<file path="src/hdl/adc_cfg_pkg.sv">
// Constants for the gain, chop and current-detect configuration registers.
// Assumes a 16-bit register port with a 4-bit word address.
package adc_cfg_pkg;

    // ****************************************
    // Register port geometry
    // ****************************************
    localparam int ADDR_W = 4;
    localparam int DATA_W = 16;
    localparam int REG_COUNT = 3;

    // Printed register addresses.
    localparam logic [3:0] GAIN_SEL_ADDR = 4'h4;
    localparam logic [3:0] SPARE_ADDR = 4'h5;
    localparam logic [3:0] CHOP_CD_ADDR = 4'h6;

    // Slots of the three words inside the register store.
    localparam logic [1:0] GAIN_SEL_IDX = 2'h0;
    localparam logic [1:0] SPARE_IDX = 2'h1;
    localparam logic [1:0] CHOP_CD_IDX = 2'h2;

    // Values after reset.
    localparam logic [15:0] GAIN_SEL_RST = 16'h0000;
    localparam logic [15:0] SPARE_RST = 16'h0000;
    localparam logic [15:0] CHOP_CD_RST = 16'h0600;

    // ****************************************
    // Field layout
    // ****************************************
    localparam int GAIN_CODE_W = 3;
    localparam int CH0_GAIN_LSB = 0;
    localparam int CH1_GAIN_LSB = 4;
    localparam int CH2_GAIN_LSB = 8;
    localparam int CH3_GAIN_LSB = 12;
    localparam int CHOP_DLY_LSB = 9;
    localparam int CHOP_DLY_W = 4;
    localparam int CHOP_EN_BIT = 8;
    localparam int CD_RULE_BIT = 7;
    localparam int CD_NUM_LSB = 4;
    localparam int CD_LEN_LSB = 1;
    localparam int CD_CODE_W = 3;
    localparam int DETECT_MODE_ENABLE_BIT = 0;

    // ****************************************
    // Counts
    // ****************************************
    localparam int CHOP_CNT_W = 17;
    localparam logic [16:0] CHOP_DLY_BASE = 17'h00002;
    localparam logic [7:0] GAIN_UNITY = 8'h01;
    localparam logic [7:0] EXCEED_UNITY = 8'h01;
    localparam int CD_LEN_W = 12;
    localparam logic [11:0] CD_LEN_0 = 12'h080;
    localparam logic [11:0] CD_LEN_1 = 12'h100;
    localparam logic [11:0] CD_LEN_2 = 12'h200;
    localparam logic [11:0] CD_LEN_3 = 12'h300;
    localparam logic [11:0] CD_LEN_4 = 12'h500;
    localparam logic [11:0] CD_LEN_5 = 12'h700;
    localparam logic [11:0] CD_LEN_6 = 12'hA00;
    localparam logic [11:0] CD_LEN_7 = 12'hE00;

    // Global-chop sequencer states.
    typedef enum logic [1:0] {
        CHOP_IDLE = 2'b01,
        CHOP_WAIT = 2'b10
    } chop_state_type;

endpackage

</file>
<file path="src/hdl/cfg_word_store.sv">
// Small register store with one write port and a registered read port.
// Assumes synchronous, active-low reset and one-cycle strobes.
`timescale 1ns/1ps
module cfg_word_store #(
    parameter int WIDTH = 16,
    parameter int DEPTH = 3,
    parameter logic [WIDTH*DEPTH-1:0] RST_VALS = '0
) (
    input wire logic core_clk_i,
    input wire logic rst_n_i,
    input wire logic wr_en_i,
    input wire logic [1:0] wr_idx_i,
    input wire logic [WIDTH-1:0] wr_data_i,
    input wire logic rd_en_i,
    input wire logic [1:0] rd_idx_i,
    output logic [WIDTH-1:0] rd_data_o,
    output logic [WIDTH*DEPTH-1:0] words_o
);

    // Two index bits address at most four words.
    if (DEPTH < 1 || DEPTH > 4) begin : g_depth_check
        $error("cfg_word_store: DEPTH must lie in 1..4");
    end

    // ****************************************
    // Storage
    // ****************************************
    genvar g;
    generate
        for (g = 0; g < DEPTH; g++) begin : g_word
            // Each word keeps the last value written, reserved bits too.
            always_ff @(posedge core_clk_i) begin
                if (!rst_n_i) begin
                    words_o[g*WIDTH +: WIDTH] <= RST_VALS[g*WIDTH +: WIDTH];
                end else if (wr_en_i && wr_idx_i == 2'(g)) begin
                    words_o[g*WIDTH +: WIDTH] <= wr_data_i;
                end
            end
        end
    endgenerate

    // Read data stand for one cycle after the strobe, zero otherwise.
    always_ff @(posedge core_clk_i) begin
        if (!rst_n_i) begin
            rd_data_o <= '0;
        end else if (rd_en_i && int'(rd_idx_i) < DEPTH) begin
            rd_data_o <= words_o[int'(rd_idx_i)*WIDTH +: WIDTH];
        end else begin
            rd_data_o <= '0;
        end
    end

endmodule // cfg_word_store

</file>
<file path="src/hdl/adc_gain_chop_regs.sv">
// Gain, global-chop and current-detect configuration registers with the
// small sequencers they steer.
// Assumes a host register port in the core clock domain and modulator and
// conversion ticks that are one-cycle pulses synchronous to core_clk_i.
`timescale 1ns/1ps

// Summary of operation
// - Channel 3 gain code sits in bits 14:12, codes give gain 1..128.
// - Channel 2 gain code sits in bits 10:8, same encoding, reset gain 1.
// - Channel 1 gain code sits in bits 6:4, same encoding, reset gain 1.
// - Channel 0 gain code sits in bits 2:0, same encoding, reset gain 1.
// - Gain register lives at address 4h and reads 0000h after reset.
// - Chop and detect register at 6h, reset 0600h, fields as laid out.
// - Wait 2 to 65536 modulator periods, by code, before chop measurement.
// - Rule bit clear: any channel triggers; set: all channels must exceed.
// - Detection needs 1 to 128 exceedances, by power-of-two code.
// - Each detect measurement runs 128 to 3584 conversion periods.
module adc_gain_chop_regs
    import adc_cfg_pkg::*;
(
    input wire logic core_clk_i,
    input wire logic rst_n_i,
    input wire logic [ADDR_W-1:0] reg_addr_i,
    input wire logic [DATA_W-1:0] reg_wdata_i,
    input wire logic reg_wr_i,
    input wire logic reg_rd_i,
    output logic [DATA_W-1:0] reg_rdata_o,
    output logic [GAIN_CODE_W-1:0] ch0_amp_gain_code_o,
    output logic [GAIN_CODE_W-1:0] ch1_amp_gain_code_o,
    output logic [GAIN_CODE_W-1:0] ch2_amp_gain_code_o,
    output logic [GAIN_CODE_W-1:0] ch3_amp_gain_code_o,
    output logic [7:0] ch0_gain_factor_o,
    output logic [7:0] ch1_gain_factor_o,
    output logic [7:0] ch2_gain_factor_o,
    output logic [7:0] ch3_gain_factor_o,
    output logic chop_enable_o,
    output logic [CHOP_DLY_W-1:0] chop_settle_delay_o,
    input wire logic mod_tick_i,
    input wire logic chop_req_i,
    output logic chop_go_o,
    output logic detect_mode_enable_o,
    output logic detect_channel_rule_o,
    input wire logic conv_tick_i,
    input wire logic [3:0] ch_over_i,
    output logic detect_o,
    output logic window_end_o
);

    // ****************************************
    // Address decoding
    // ****************************************

    // Maps a word address to a store slot; hit is low for unmapped ones.
    function automatic logic [2:0] decode_addr(input logic [3:0] addr);
        if (addr == GAIN_SEL_ADDR) begin
            decode_addr = {1'b1, GAIN_SEL_IDX};
        end else if (addr == SPARE_ADDR) begin
            decode_addr = {1'b1, SPARE_IDX};
        end else if (addr == CHOP_CD_ADDR) begin
            decode_addr = {1'b1, CHOP_CD_IDX};
        end else begin
            decode_addr = 3'h0;
        end
    endfunction

    // Measurement length in conversion periods for a length code.
    function automatic logic [11:0] len_of(input logic [2:0] code);
        case (code)
            3'h0: len_of = CD_LEN_0;
            3'h1: len_of = CD_LEN_1;
            3'h2: len_of = CD_LEN_2;
            3'h3: len_of = CD_LEN_3;
            3'h4: len_of = CD_LEN_4;
            3'h5: len_of = CD_LEN_5;
            3'h6: len_of = CD_LEN_6;
            default: len_of = CD_LEN_7;
        endcase
    endfunction

    logic [2:0] wr_dec;
    logic [2:0] rd_dec;
    logic [DATA_W*REG_COUNT-1:0] words;
    logic [DATA_W-1:0] gain_word;
    logic [DATA_W-1:0] cfg_word;

    // Unmapped writes are dropped and unmapped reads return zero.
    assign wr_dec = decode_addr(reg_addr_i);
    assign rd_dec = decode_addr(reg_addr_i);
    assign gain_word = words[int'(GAIN_SEL_IDX)*DATA_W +: DATA_W];
    assign cfg_word = words[int'(CHOP_CD_IDX)*DATA_W +: DATA_W];

    // ****************************************
    // Register store
    // ****************************************

    // Reserved bits are stored as written; the host keeps them zero.
    cfg_word_store #(
        .WIDTH(DATA_W),
        .DEPTH(REG_COUNT),
        .RST_VALS({CHOP_CD_RST, SPARE_RST, GAIN_SEL_RST})
    ) u_store (
        .core_clk_i(core_clk_i),
        .rst_n_i(rst_n_i),
        .wr_en_i(reg_wr_i && wr_dec[2]),
        .wr_idx_i(wr_dec[1:0]),
        .wr_data_i(reg_wdata_i),
        .rd_en_i(reg_rd_i && rd_dec[2]),
        .rd_idx_i(rd_dec[1:0]),
        .rd_data_o(reg_rdata_o),
        .words_o(words)
    );

    // ****************************************
    // Field outputs
    // ****************************************

    // Gain codes and factors follow the stored word one cycle later.
    always_ff @(posedge core_clk_i) begin
        if (!rst_n_i) begin
            ch3_amp_gain_code_o <= '0;
            ch2_amp_gain_code_o <= '0;
            ch1_amp_gain_code_o <= '0;
            ch0_amp_gain_code_o <= '0;
            ch3_gain_factor_o <= GAIN_UNITY;
            ch2_gain_factor_o <= GAIN_UNITY;
            ch1_gain_factor_o <= GAIN_UNITY;
            ch0_gain_factor_o <= GAIN_UNITY;
        end else begin
            ch3_amp_gain_code_o <= gain_word[CH3_GAIN_LSB +: 3];
            ch2_amp_gain_code_o <= gain_word[CH2_GAIN_LSB +: 3];
            ch1_amp_gain_code_o <= gain_word[CH1_GAIN_LSB +: 3];
            ch0_amp_gain_code_o <= gain_word[CH0_GAIN_LSB +: 3];
            ch3_gain_factor_o <= GAIN_UNITY << gain_word[CH3_GAIN_LSB +: 3];
            ch2_gain_factor_o <= GAIN_UNITY << gain_word[CH2_GAIN_LSB +: 3];
            ch1_gain_factor_o <= GAIN_UNITY << gain_word[CH1_GAIN_LSB +: 3];
            ch0_gain_factor_o <= GAIN_UNITY << gain_word[CH0_GAIN_LSB +: 3];
        end
    end

    logic [7:0] need_r;
    logic [11:0] len_r;

    // Chop and detect fields, with the decoded count and length.
    always_ff @(posedge core_clk_i) begin
        if (!rst_n_i) begin
            chop_settle_delay_o <= CHOP_CD_RST[CHOP_DLY_LSB +: CHOP_DLY_W];
            chop_enable_o <= CHOP_CD_RST[CHOP_EN_BIT];
            detect_channel_rule_o <= CHOP_CD_RST[CD_RULE_BIT];
            detect_mode_enable_o <= CHOP_CD_RST[DETECT_MODE_ENABLE_BIT];
            need_r <= EXCEED_UNITY;
            len_r <= CD_LEN_0;
        end else begin
            chop_settle_delay_o <= cfg_word[CHOP_DLY_LSB +: CHOP_DLY_W];
            chop_enable_o <= cfg_word[CHOP_EN_BIT];
            detect_channel_rule_o <= cfg_word[CD_RULE_BIT];
            detect_mode_enable_o <= cfg_word[DETECT_MODE_ENABLE_BIT];
            need_r <= EXCEED_UNITY << cfg_word[CD_NUM_LSB +: CD_CODE_W];
            len_r <= len_of(cfg_word[CD_LEN_LSB +: CD_CODE_W]);
        end
    end

    // ****************************************
    // Global-chop settle delay
    // ****************************************
    chop_state_type state_r;
    logic [CHOP_CNT_W-1:0] dly_total_r;
    logic [CHOP_CNT_W-1:0] ticks_r;

    // A request waits 2 << code modulator ticks, then starts measurement.
    always_ff @(posedge core_clk_i) begin
        if (!rst_n_i) begin
            state_r <= CHOP_IDLE;
            dly_total_r <= '0;
            ticks_r <= '0;
            chop_go_o <= 1'b0;
        end else begin
            chop_go_o <= 1'b0;
            case (state_r)
                CHOP_IDLE: begin
                    if (chop_req_i && chop_enable_o) begin
                        dly_total_r <= CHOP_DLY_BASE << chop_settle_delay_o;
                        ticks_r <= '0;
                        state_r <= CHOP_WAIT;
                    end
                end
                CHOP_WAIT: begin
                    // Disabling chop abandons a pending wait.
                    if (!chop_enable_o) begin
                        state_r <= CHOP_IDLE;
                    end else if (mod_tick_i) begin
                        if (ticks_r + 17'h00001 == dly_total_r) begin
                            chop_go_o <= 1'b1;
                            state_r <= CHOP_IDLE;
                        end else begin
                            ticks_r <= ticks_r + 17'h00001;
                        end
                    end
                end
                default: begin
                    state_r <= CHOP_IDLE;
                end
            endcase
        end
    end

    // ****************************************
    // Current detection
    // ****************************************
    logic hit;
    logic [7:0] hits_r;
    logic [11:0] periods_r;

    // Exceedance of one conversion under the channel rule.
    assign hit = detect_channel_rule_o ? (&ch_over_i) : (|ch_over_i);

    // Counts hits inside a window; enough hits end the window early.
    always_ff @(posedge core_clk_i) begin
        if (!rst_n_i) begin
            hits_r <= '0;
            periods_r <= '0;
            detect_o <= 1'b0;
            window_end_o <= 1'b0;
        end else begin
            detect_o <= 1'b0;
            window_end_o <= 1'b0;
            if (!detect_mode_enable_o) begin
                hits_r <= '0;
                periods_r <= '0;
            end else if (conv_tick_i) begin
                if (hit && hits_r + 8'h01 == need_r) begin
                    detect_o <= 1'b1;
                    hits_r <= '0;
                    periods_r <= '0;
                end else if (periods_r + 12'h001 >= len_r) begin
                    window_end_o <= 1'b1;
                    hits_r <= '0;
                    periods_r <= '0;
                end else begin
                    hits_r <= hits_r + {7'h00, hit};
                    periods_r <= periods_r + 12'h001;
                end
            end
        end
    end
endmodule // adc_gain_chop_regs

</file>
<file path="config.mk">
export PLATFORM = sky130hd
export DESIGN_NAME = adc_gain_chop_regs
export DESIGN_NICKNAME = d
export VERILOG_FILES = /design/src/hdl/adc_cfg_pkg.sv /design/src/hdl/cfg_word_store.sv /design/src/hdl/adc_gain_chop_regs.sv
export SDC_FILE = /design/constraint.sdc
export NUM_CORES = 1
export LEC_CHECK = 0
export ABC_AREA = 1
export BUFFER_PORTS_ARGS = -buffer_cell sky130_fd_sc_hd__buf_2
export CAP_MARGIN = 40
export CORE_MARGIN = 1
export CORE_UTILIZATION = 52
export DETAILED_ROUTE_END_ITERATION = 10
export HOLD_SLACK_MARGIN = 0.03
export PLACE_DENSITY = 0.8
export SKIP_CTS_REPAIR_TIMING = 1
export SLEW_MARGIN = 10
export SYNTH_ARGS = -nofsm -noshare
export SYNTH_HDL_FRONTEND = slang
export SYNTH_SLANG_ARGS = --single-unit
export TNS_END_PERCENT = 30
</file>
<file path="constraint.sdc">
create_clock -name core_clk_i -period 3 [get_ports core_clk_i]
set_clock_uncertainty 0.2 [all_clocks]
set_input_delay 0.6 -clock core_clk_i [delete_from_list [all_inputs] [get_ports core_clk_i]]
set_output_delay 0.6 -clock core_clk_i [all_outputs]
set_load 0.02 [all_outputs]
</file>
## Yosys cells after proc, flatten, opt, wreduce, memory -nomap -nowiden

Cells that the tools add are included.

| operators by class | value |
|---|---|
| eq/ne operators | 21 |
| bitwise gates (word level) | 3 |
| add/sub/neg operators | 4 |
| shifts and indexed selects | 7 |
| order comparisons | 2 |
| multiplexer cells | 22 |
| reduce and logical (&&, ||, !) cells | 21 |

Operators by type and width:

| kind | count |
|---|---|
| $pmux 12 s7 | 1 |
| $mux 17 | 4 |
| $shiftx 48x7->16 | 1 |
| $shl 1x3->8 const A | 5 |
| $pmux 17 s2 | 1 |
| $mux 12 | 2 |
| $add 17x1->17 const B | 1 |
| $eq 17x17->1 | 1 |
| $shl 2x4->17 const A | 1 |
| $mux 8 | 2 |
| $add 12x1->12 const B | 1 |
| $eq 4x3->1 const B | 3 |
| $ge 12x12->1 | 1 |
| $eq 3x3->1 const B | 3 |
| $mux 3 | 3 |
| $add 8x1->8 | 1 |
| $add 8x1->8 const B | 1 |
| $eq 8x8->1 | 1 |
| $logic_and 1x1->1 | 8 |
| $mux 2 | 4 |
| $ne 2x2->1 const B | 4 |
| $reduce_and 4->1 | 2 |
| $reduce_or 4->1 | 2 |
| $eq 3x2->1 const B | 2 |
| 14 further kinds | 25 |

| storage, ports and cells | value |
|---|---|
| flip-flop bits (word level) | 194 |

## Longest topological paths before layout

| logic depth | value |
|---|---|
| depth in word-level cells | 7 |
| depth in mapped cells | 18 |
| gate-level depth less buffers | 17 |

## By module

Synthesis repeated with hierarchy kept, for this count alone.

| unflattened totals | value |
|---|---|
| cells, all modules | 1200 |
| area, all modules | 8491.9 um2 |

By module, submodules not included:

| module | instances | area each (um2) | cells each | sequential area each (um2) |
|---|---|---|---|---|
| adc_gain_chop_regs | 1 | 5745.5 | 788 | 2442.3 |
| cfg_word_store | 1 | 2746.4 | 412 | 1281.2 |

## Worst setup path before layout

Ideal clock, no wire load.

| timing | value |
|---|---|
| path type | reg2reg |
| start | reg periods_r[1] |
| end | reg hits_r[0] |
| slack | 147 ps |
| path buffers | 1 |
| cell stages (with the launch flop) | 18 |
| data arrival time | 2582 ps |
| library setup time | 70 ps |
| required time | 2730 ps |
| cell sequence | dfxtp_1 -> ha_1 -> nand2_1 -> inv_1 -> nand2_1 -> nor3_1 -> nand2_1 -> xor2_1 -> inv_1 -> ha_1 -> nand2_1 -> nor2_1 -> a2111oi_0 -> nand2_1 -> clkinv_1 -> buf_2 -> nand3_1 -> a21oi_1 |

| on the way | value |
|---|---|
| word-level cells in the longest chain between the ends | 4 |

RTL lines:

| element | line | source |
|---|---|---|
| start: declaration | adc_gain_chop_regs.sv:211 | `logic [11:0] periods_r;` |
| start signal: assignment | adc_gain_chop_regs.sv:240 | `periods_r <= periods_r + 12'h001;` |
| $add 12x1->12 | adc_gain_chop_regs.sv:234 | `end else if (periods_r + 12'h001 >= len_r) begin` |
| $ge 12x12->1 | adc_gain_chop_regs.sv:234 |  |
| $mux 8 | adc_gain_chop_regs.sv:234 |  |
| $mux 8 | adc_gain_chop_regs.sv:230 | `if (hit && hits_r + 8'h01 == need_r) begin` |
| end signal: assignment | adc_gain_chop_regs.sv:239 | `hits_r <= hits_r + {7'h00, hit};` |
| end: declaration | adc_gain_chop_regs.sv:210 | `logic [7:0] hits_r;` |

No other way between the ends.
A chain may end at the register's enable or synchronous reset.

## Worst setup path after layout

| timing | value |
|---|---|
| start | reg periods_r[1] |
| end | reg hits_r[6] |

The elaborated chain is that of the path after synthesis.

==> flow_metrics.tcl <==
set metrics [dict create \
    outcome "complete, but fails checks" \
    violations "design-rule violations" \
    end_kind "flip-flop" \
    path_class "reg -> reg" \
    hold_viol_final 0 \
    ys_top_cells_by_area "dfxtp_1 (47%), nand2_1 (10%), a21oi_1 (6.2%)" \
    die_area_um2 15800 \
    synth-seq-cells 186 \
    drt_iter0_drc 698 \
    grt_pass1_vias 6459 \
    place_congestion 0.910 \
    cp_max_fo 5 \
    worst_pin_slew_ns 0.565 \
    ant_nets 0 \
    clk_path_buf_depth 2 \
    cts_tree "built" \
    wire_per_inst_um 14.0 \
    grt_pass1_wl_um 30900 \
    instances_no_fill 1375 \
    crit_path_max_incr_delay_ns 0.37 \
    hold_depth 3 \
    p_total_mw 5.01 \
    core_area_um2 14700 \
    avgSynthCellArea_um2 7.41 \
    r2r-end "hits_r[6]$_SDFFE_PN0P_" \
    cts_buffers 17 \
    hp-class "in -> reg" \
    die_h_um 126 \
    drc_errors 3 \
    synth_top_area_share_pct 46.9 \
    cp_num_buf_inv 4 \
    grtUsageTotal_pct 24.1 \
    cts.sinks 186 \
    period_share_pct 97.6 \
    synth_seq_area_share_pct 46.9 \
    insertion_delay_ns 0.44 \
    vias_per_cell 5.39 \
    synth_largest_area_cell "dfxtp_1" \
    synth_edf_count 0 \
    holdWs_ns 0.224 \
    core.rowCount 44 \
    antenna_found_initial 0 \
    synthesis.nets 1113 \
    reg2reg_depth 17 \
    fmax_ghz 0.341 \
    slew_headroom_pct 62.3 \
    worst_ir_drop_vdd_v 0.000411 \
    worstPathCellList "ha_4 -> nand2_1 -> inv_2 -> nand2_4 -> nor3_4 -> nand2_1 -> xor2_1 -> inv_1 -> ha_1 -> nand2_2 -> nor2_2 -> a2111oi_4 -> nand2_2 -> inv_4 -> buf_12 -> nand3_1 -> a21oi_2" \
    dp_cells 1334 \
    arrival_ns 3.11 \
    io_buffer_count 100 \
    cts_root_buffer "clkbuf_16" \
    crit_path_start_kind "flip-flop" \
    reg2reg_slack_ns 0.07 \
    layout_commonest_cell "nand2_1" \
    crit_family "simple AND/OR/NAND/NOR gates" \
    syn_area_um2 7950 \
    cap_viol_max_count 0 \
    grt_overflow 0 \
    postSynthCellCount 1072 \
    setup_violations 0 \
    dr.pass1.iters 9 \
    finalWirelength_um 19200 \
    powerDensity_nw_per_um2 524 \
    num_vias 7415 \
    synthFlopType "dfxtp_1" \
    drive_above_1_share_pct 17.5 \
    io-pin-count 101 \
    grt_max_degree 35 \
    yosys_warnings 0 \
    period_needed_ns 2.93 \
    nets 1219 \
    leakagePower_nw 4.42 \
    cp_data_required_time_ns 3.18 \
    die_x_um 126 \
    clkTransAtPathRegs_ns 0.08 \
    antenna_cells 0 \
    hp-start "reg_wdata_i[9]" \
    async_reset_ff_share_pct 0 \
    cts_max_level 4 \
    crit_slowest_cell "dfxtp_4" \
    final_cell_mix "nand2_1 (211), dfxtp_1 (183), inv_1 (129)" \
    whs_endpoint "u_store.words_o[41]$_SDFFE_PN1P_" \
    start_util_pct 54.1 \
    rr_startpoint "periods_r[1]$_SDFFE_PN0P_" \
    synth_cell_type_count 37 \
    syn2layout_area_growth_pct 20.3 \
    drv_slew 0 \
    tns_ns 0 \
    hpwl_um 12900 \
]
-- routing by layer --
| layer | track usage, % | up-vias | wire length [um] |
|---|---|---|---|
| met5 | 0 | - | 0 |
| met4 | 7.82 | 0 | 347 |
| met3 | 4.59 | 26 | 992 |
| met2 | 38.4 | 211 | 9110 |
| met1 | 32.8 | 3455 | 8740 |
| li1 | - | 3723 | - |
-- flip-flops by register name (all words and copies together) (netlist names), 4 cells and up --
| register | count |
|---|---|
| ch0_gain_factor_o | 8 |
| ch1_gain_factor_o | 8 |
| ch2_gain_factor_o | 8 |
| ch3_gain_factor_o | 8 |
| chop_settle_delay_o | 4 |
| dly_total_r | 16 |
| hits_r | 8 |
| len_r | 5 |
| need_r | 8 |
| periods_r | 12 |
| ticks_r | 17 |
| u_store.rd_data_o | 16 |
| u_store.words_o | 48 |
-- worst max-delay path by stage --
stage | depth (start not counted) | slack (ns) | start | endpoint
2_1_floorplan | 17 | 0.15 | periods_r[1]$_SDFFE_PN0P_ | hits_r[0]$_SDFFE_PN0P_
3_3_place_gp | 16 | 0.10 | periods_r[0]$_SDFFE_PN0P_ | periods_r[8]$_SDFFE_PN0P_
3_5_place_dp | 16 | -0.03 | periods_r[0]$_SDFFE_PN0P_ | hits_r[1]$_SDFFE_PN0P_
4_1_cts | 17 | -0.07 | periods_r[1]$_SDFFE_PN0P_ | hits_r[6]$_SDFFE_PN0P_
5_1_grt | 17 | -0.07 | periods_r[1]$_SDFFE_PN0P_ | periods_r[5]$_SDFFE_PN0P_
6_report | 17 | 0.07 | periods_r[1]$_SDFFE_PN0P_ | hits_r[6]$_SDFFE_PN0P_
-- cell type report --
type                       instances  area, um^2
tap                              184         230
fill                            1209        5140
sequential                       186        3730
clock inverter                    15         178
multi-input combinational        706        3680
inverter                         135         509
timing repair buffer             132         808
clock buffer                      17         425
-- Yosys cell counts, drive strengths merged, types with 3 or more instances --
| library cell | instances |
|---|---|
| nand4 | 11 |
| xor2 | 18 |
| buf | 6 |
| a21oi | 98 |
| nand2 | 219 |
| o21ai | 66 |
| nand3b | 10 |
| clkinv | 3 |
| dfxtp | 186 |
| nor2 | 79 |
| nand3 | 85 |
| a211oi | 3 |
| xnor2 | 7 |
| clkbuf | 39 |
| o211ai | 17 |
| ha | 10 |
| inv | 132 |
| or2 | 4 |
| a22oi | 7 |
| nor3 | 60 |
-- worst min-delay path, stage by stage --
cell and delay, ns:
buf_2 0.11, a21oi_1 0.06, o21ai_0 0.06
-- stage by stage --
stage / instance area (um^2) / setup WS, ns / utilization [%]
after floorplan: 7950 / 0.147 / -
after global placement: 8690 / 0.102 / 59.1
after detailed placement: 8700 / -0.0344 / 59.2
after CTS: 9300 / -0.0732 / 63.3
after global routing: 9560 / -0.0719 / 65.1
final: 9560 / 0.0708 / 65.1
-- logic make-up (layout without fill, tap and decap cells) --
logic type	count (synthesis)	after routing	share of synthesized area [%]
AOI/OAI and AO/OA	196	196	13.4
xor gates and xnor gates	27	27	3.34
adders and majority gates	10	10	1.57
buffers and inverters	180	299	8.72
DFF	186	186	46.9
and+or+nand+nor	473	473	26.1
-- power by group --
part	leakage (nW)	switching, mW	internal [mW]	total, mW
Sequential	1.50	0.0240	2.50	2.52
Clock	0.287	1.05	1.19	2.25
Combinational	2.63	0.158	0.0878	0.246
Power figures use the tool's default switching activity.
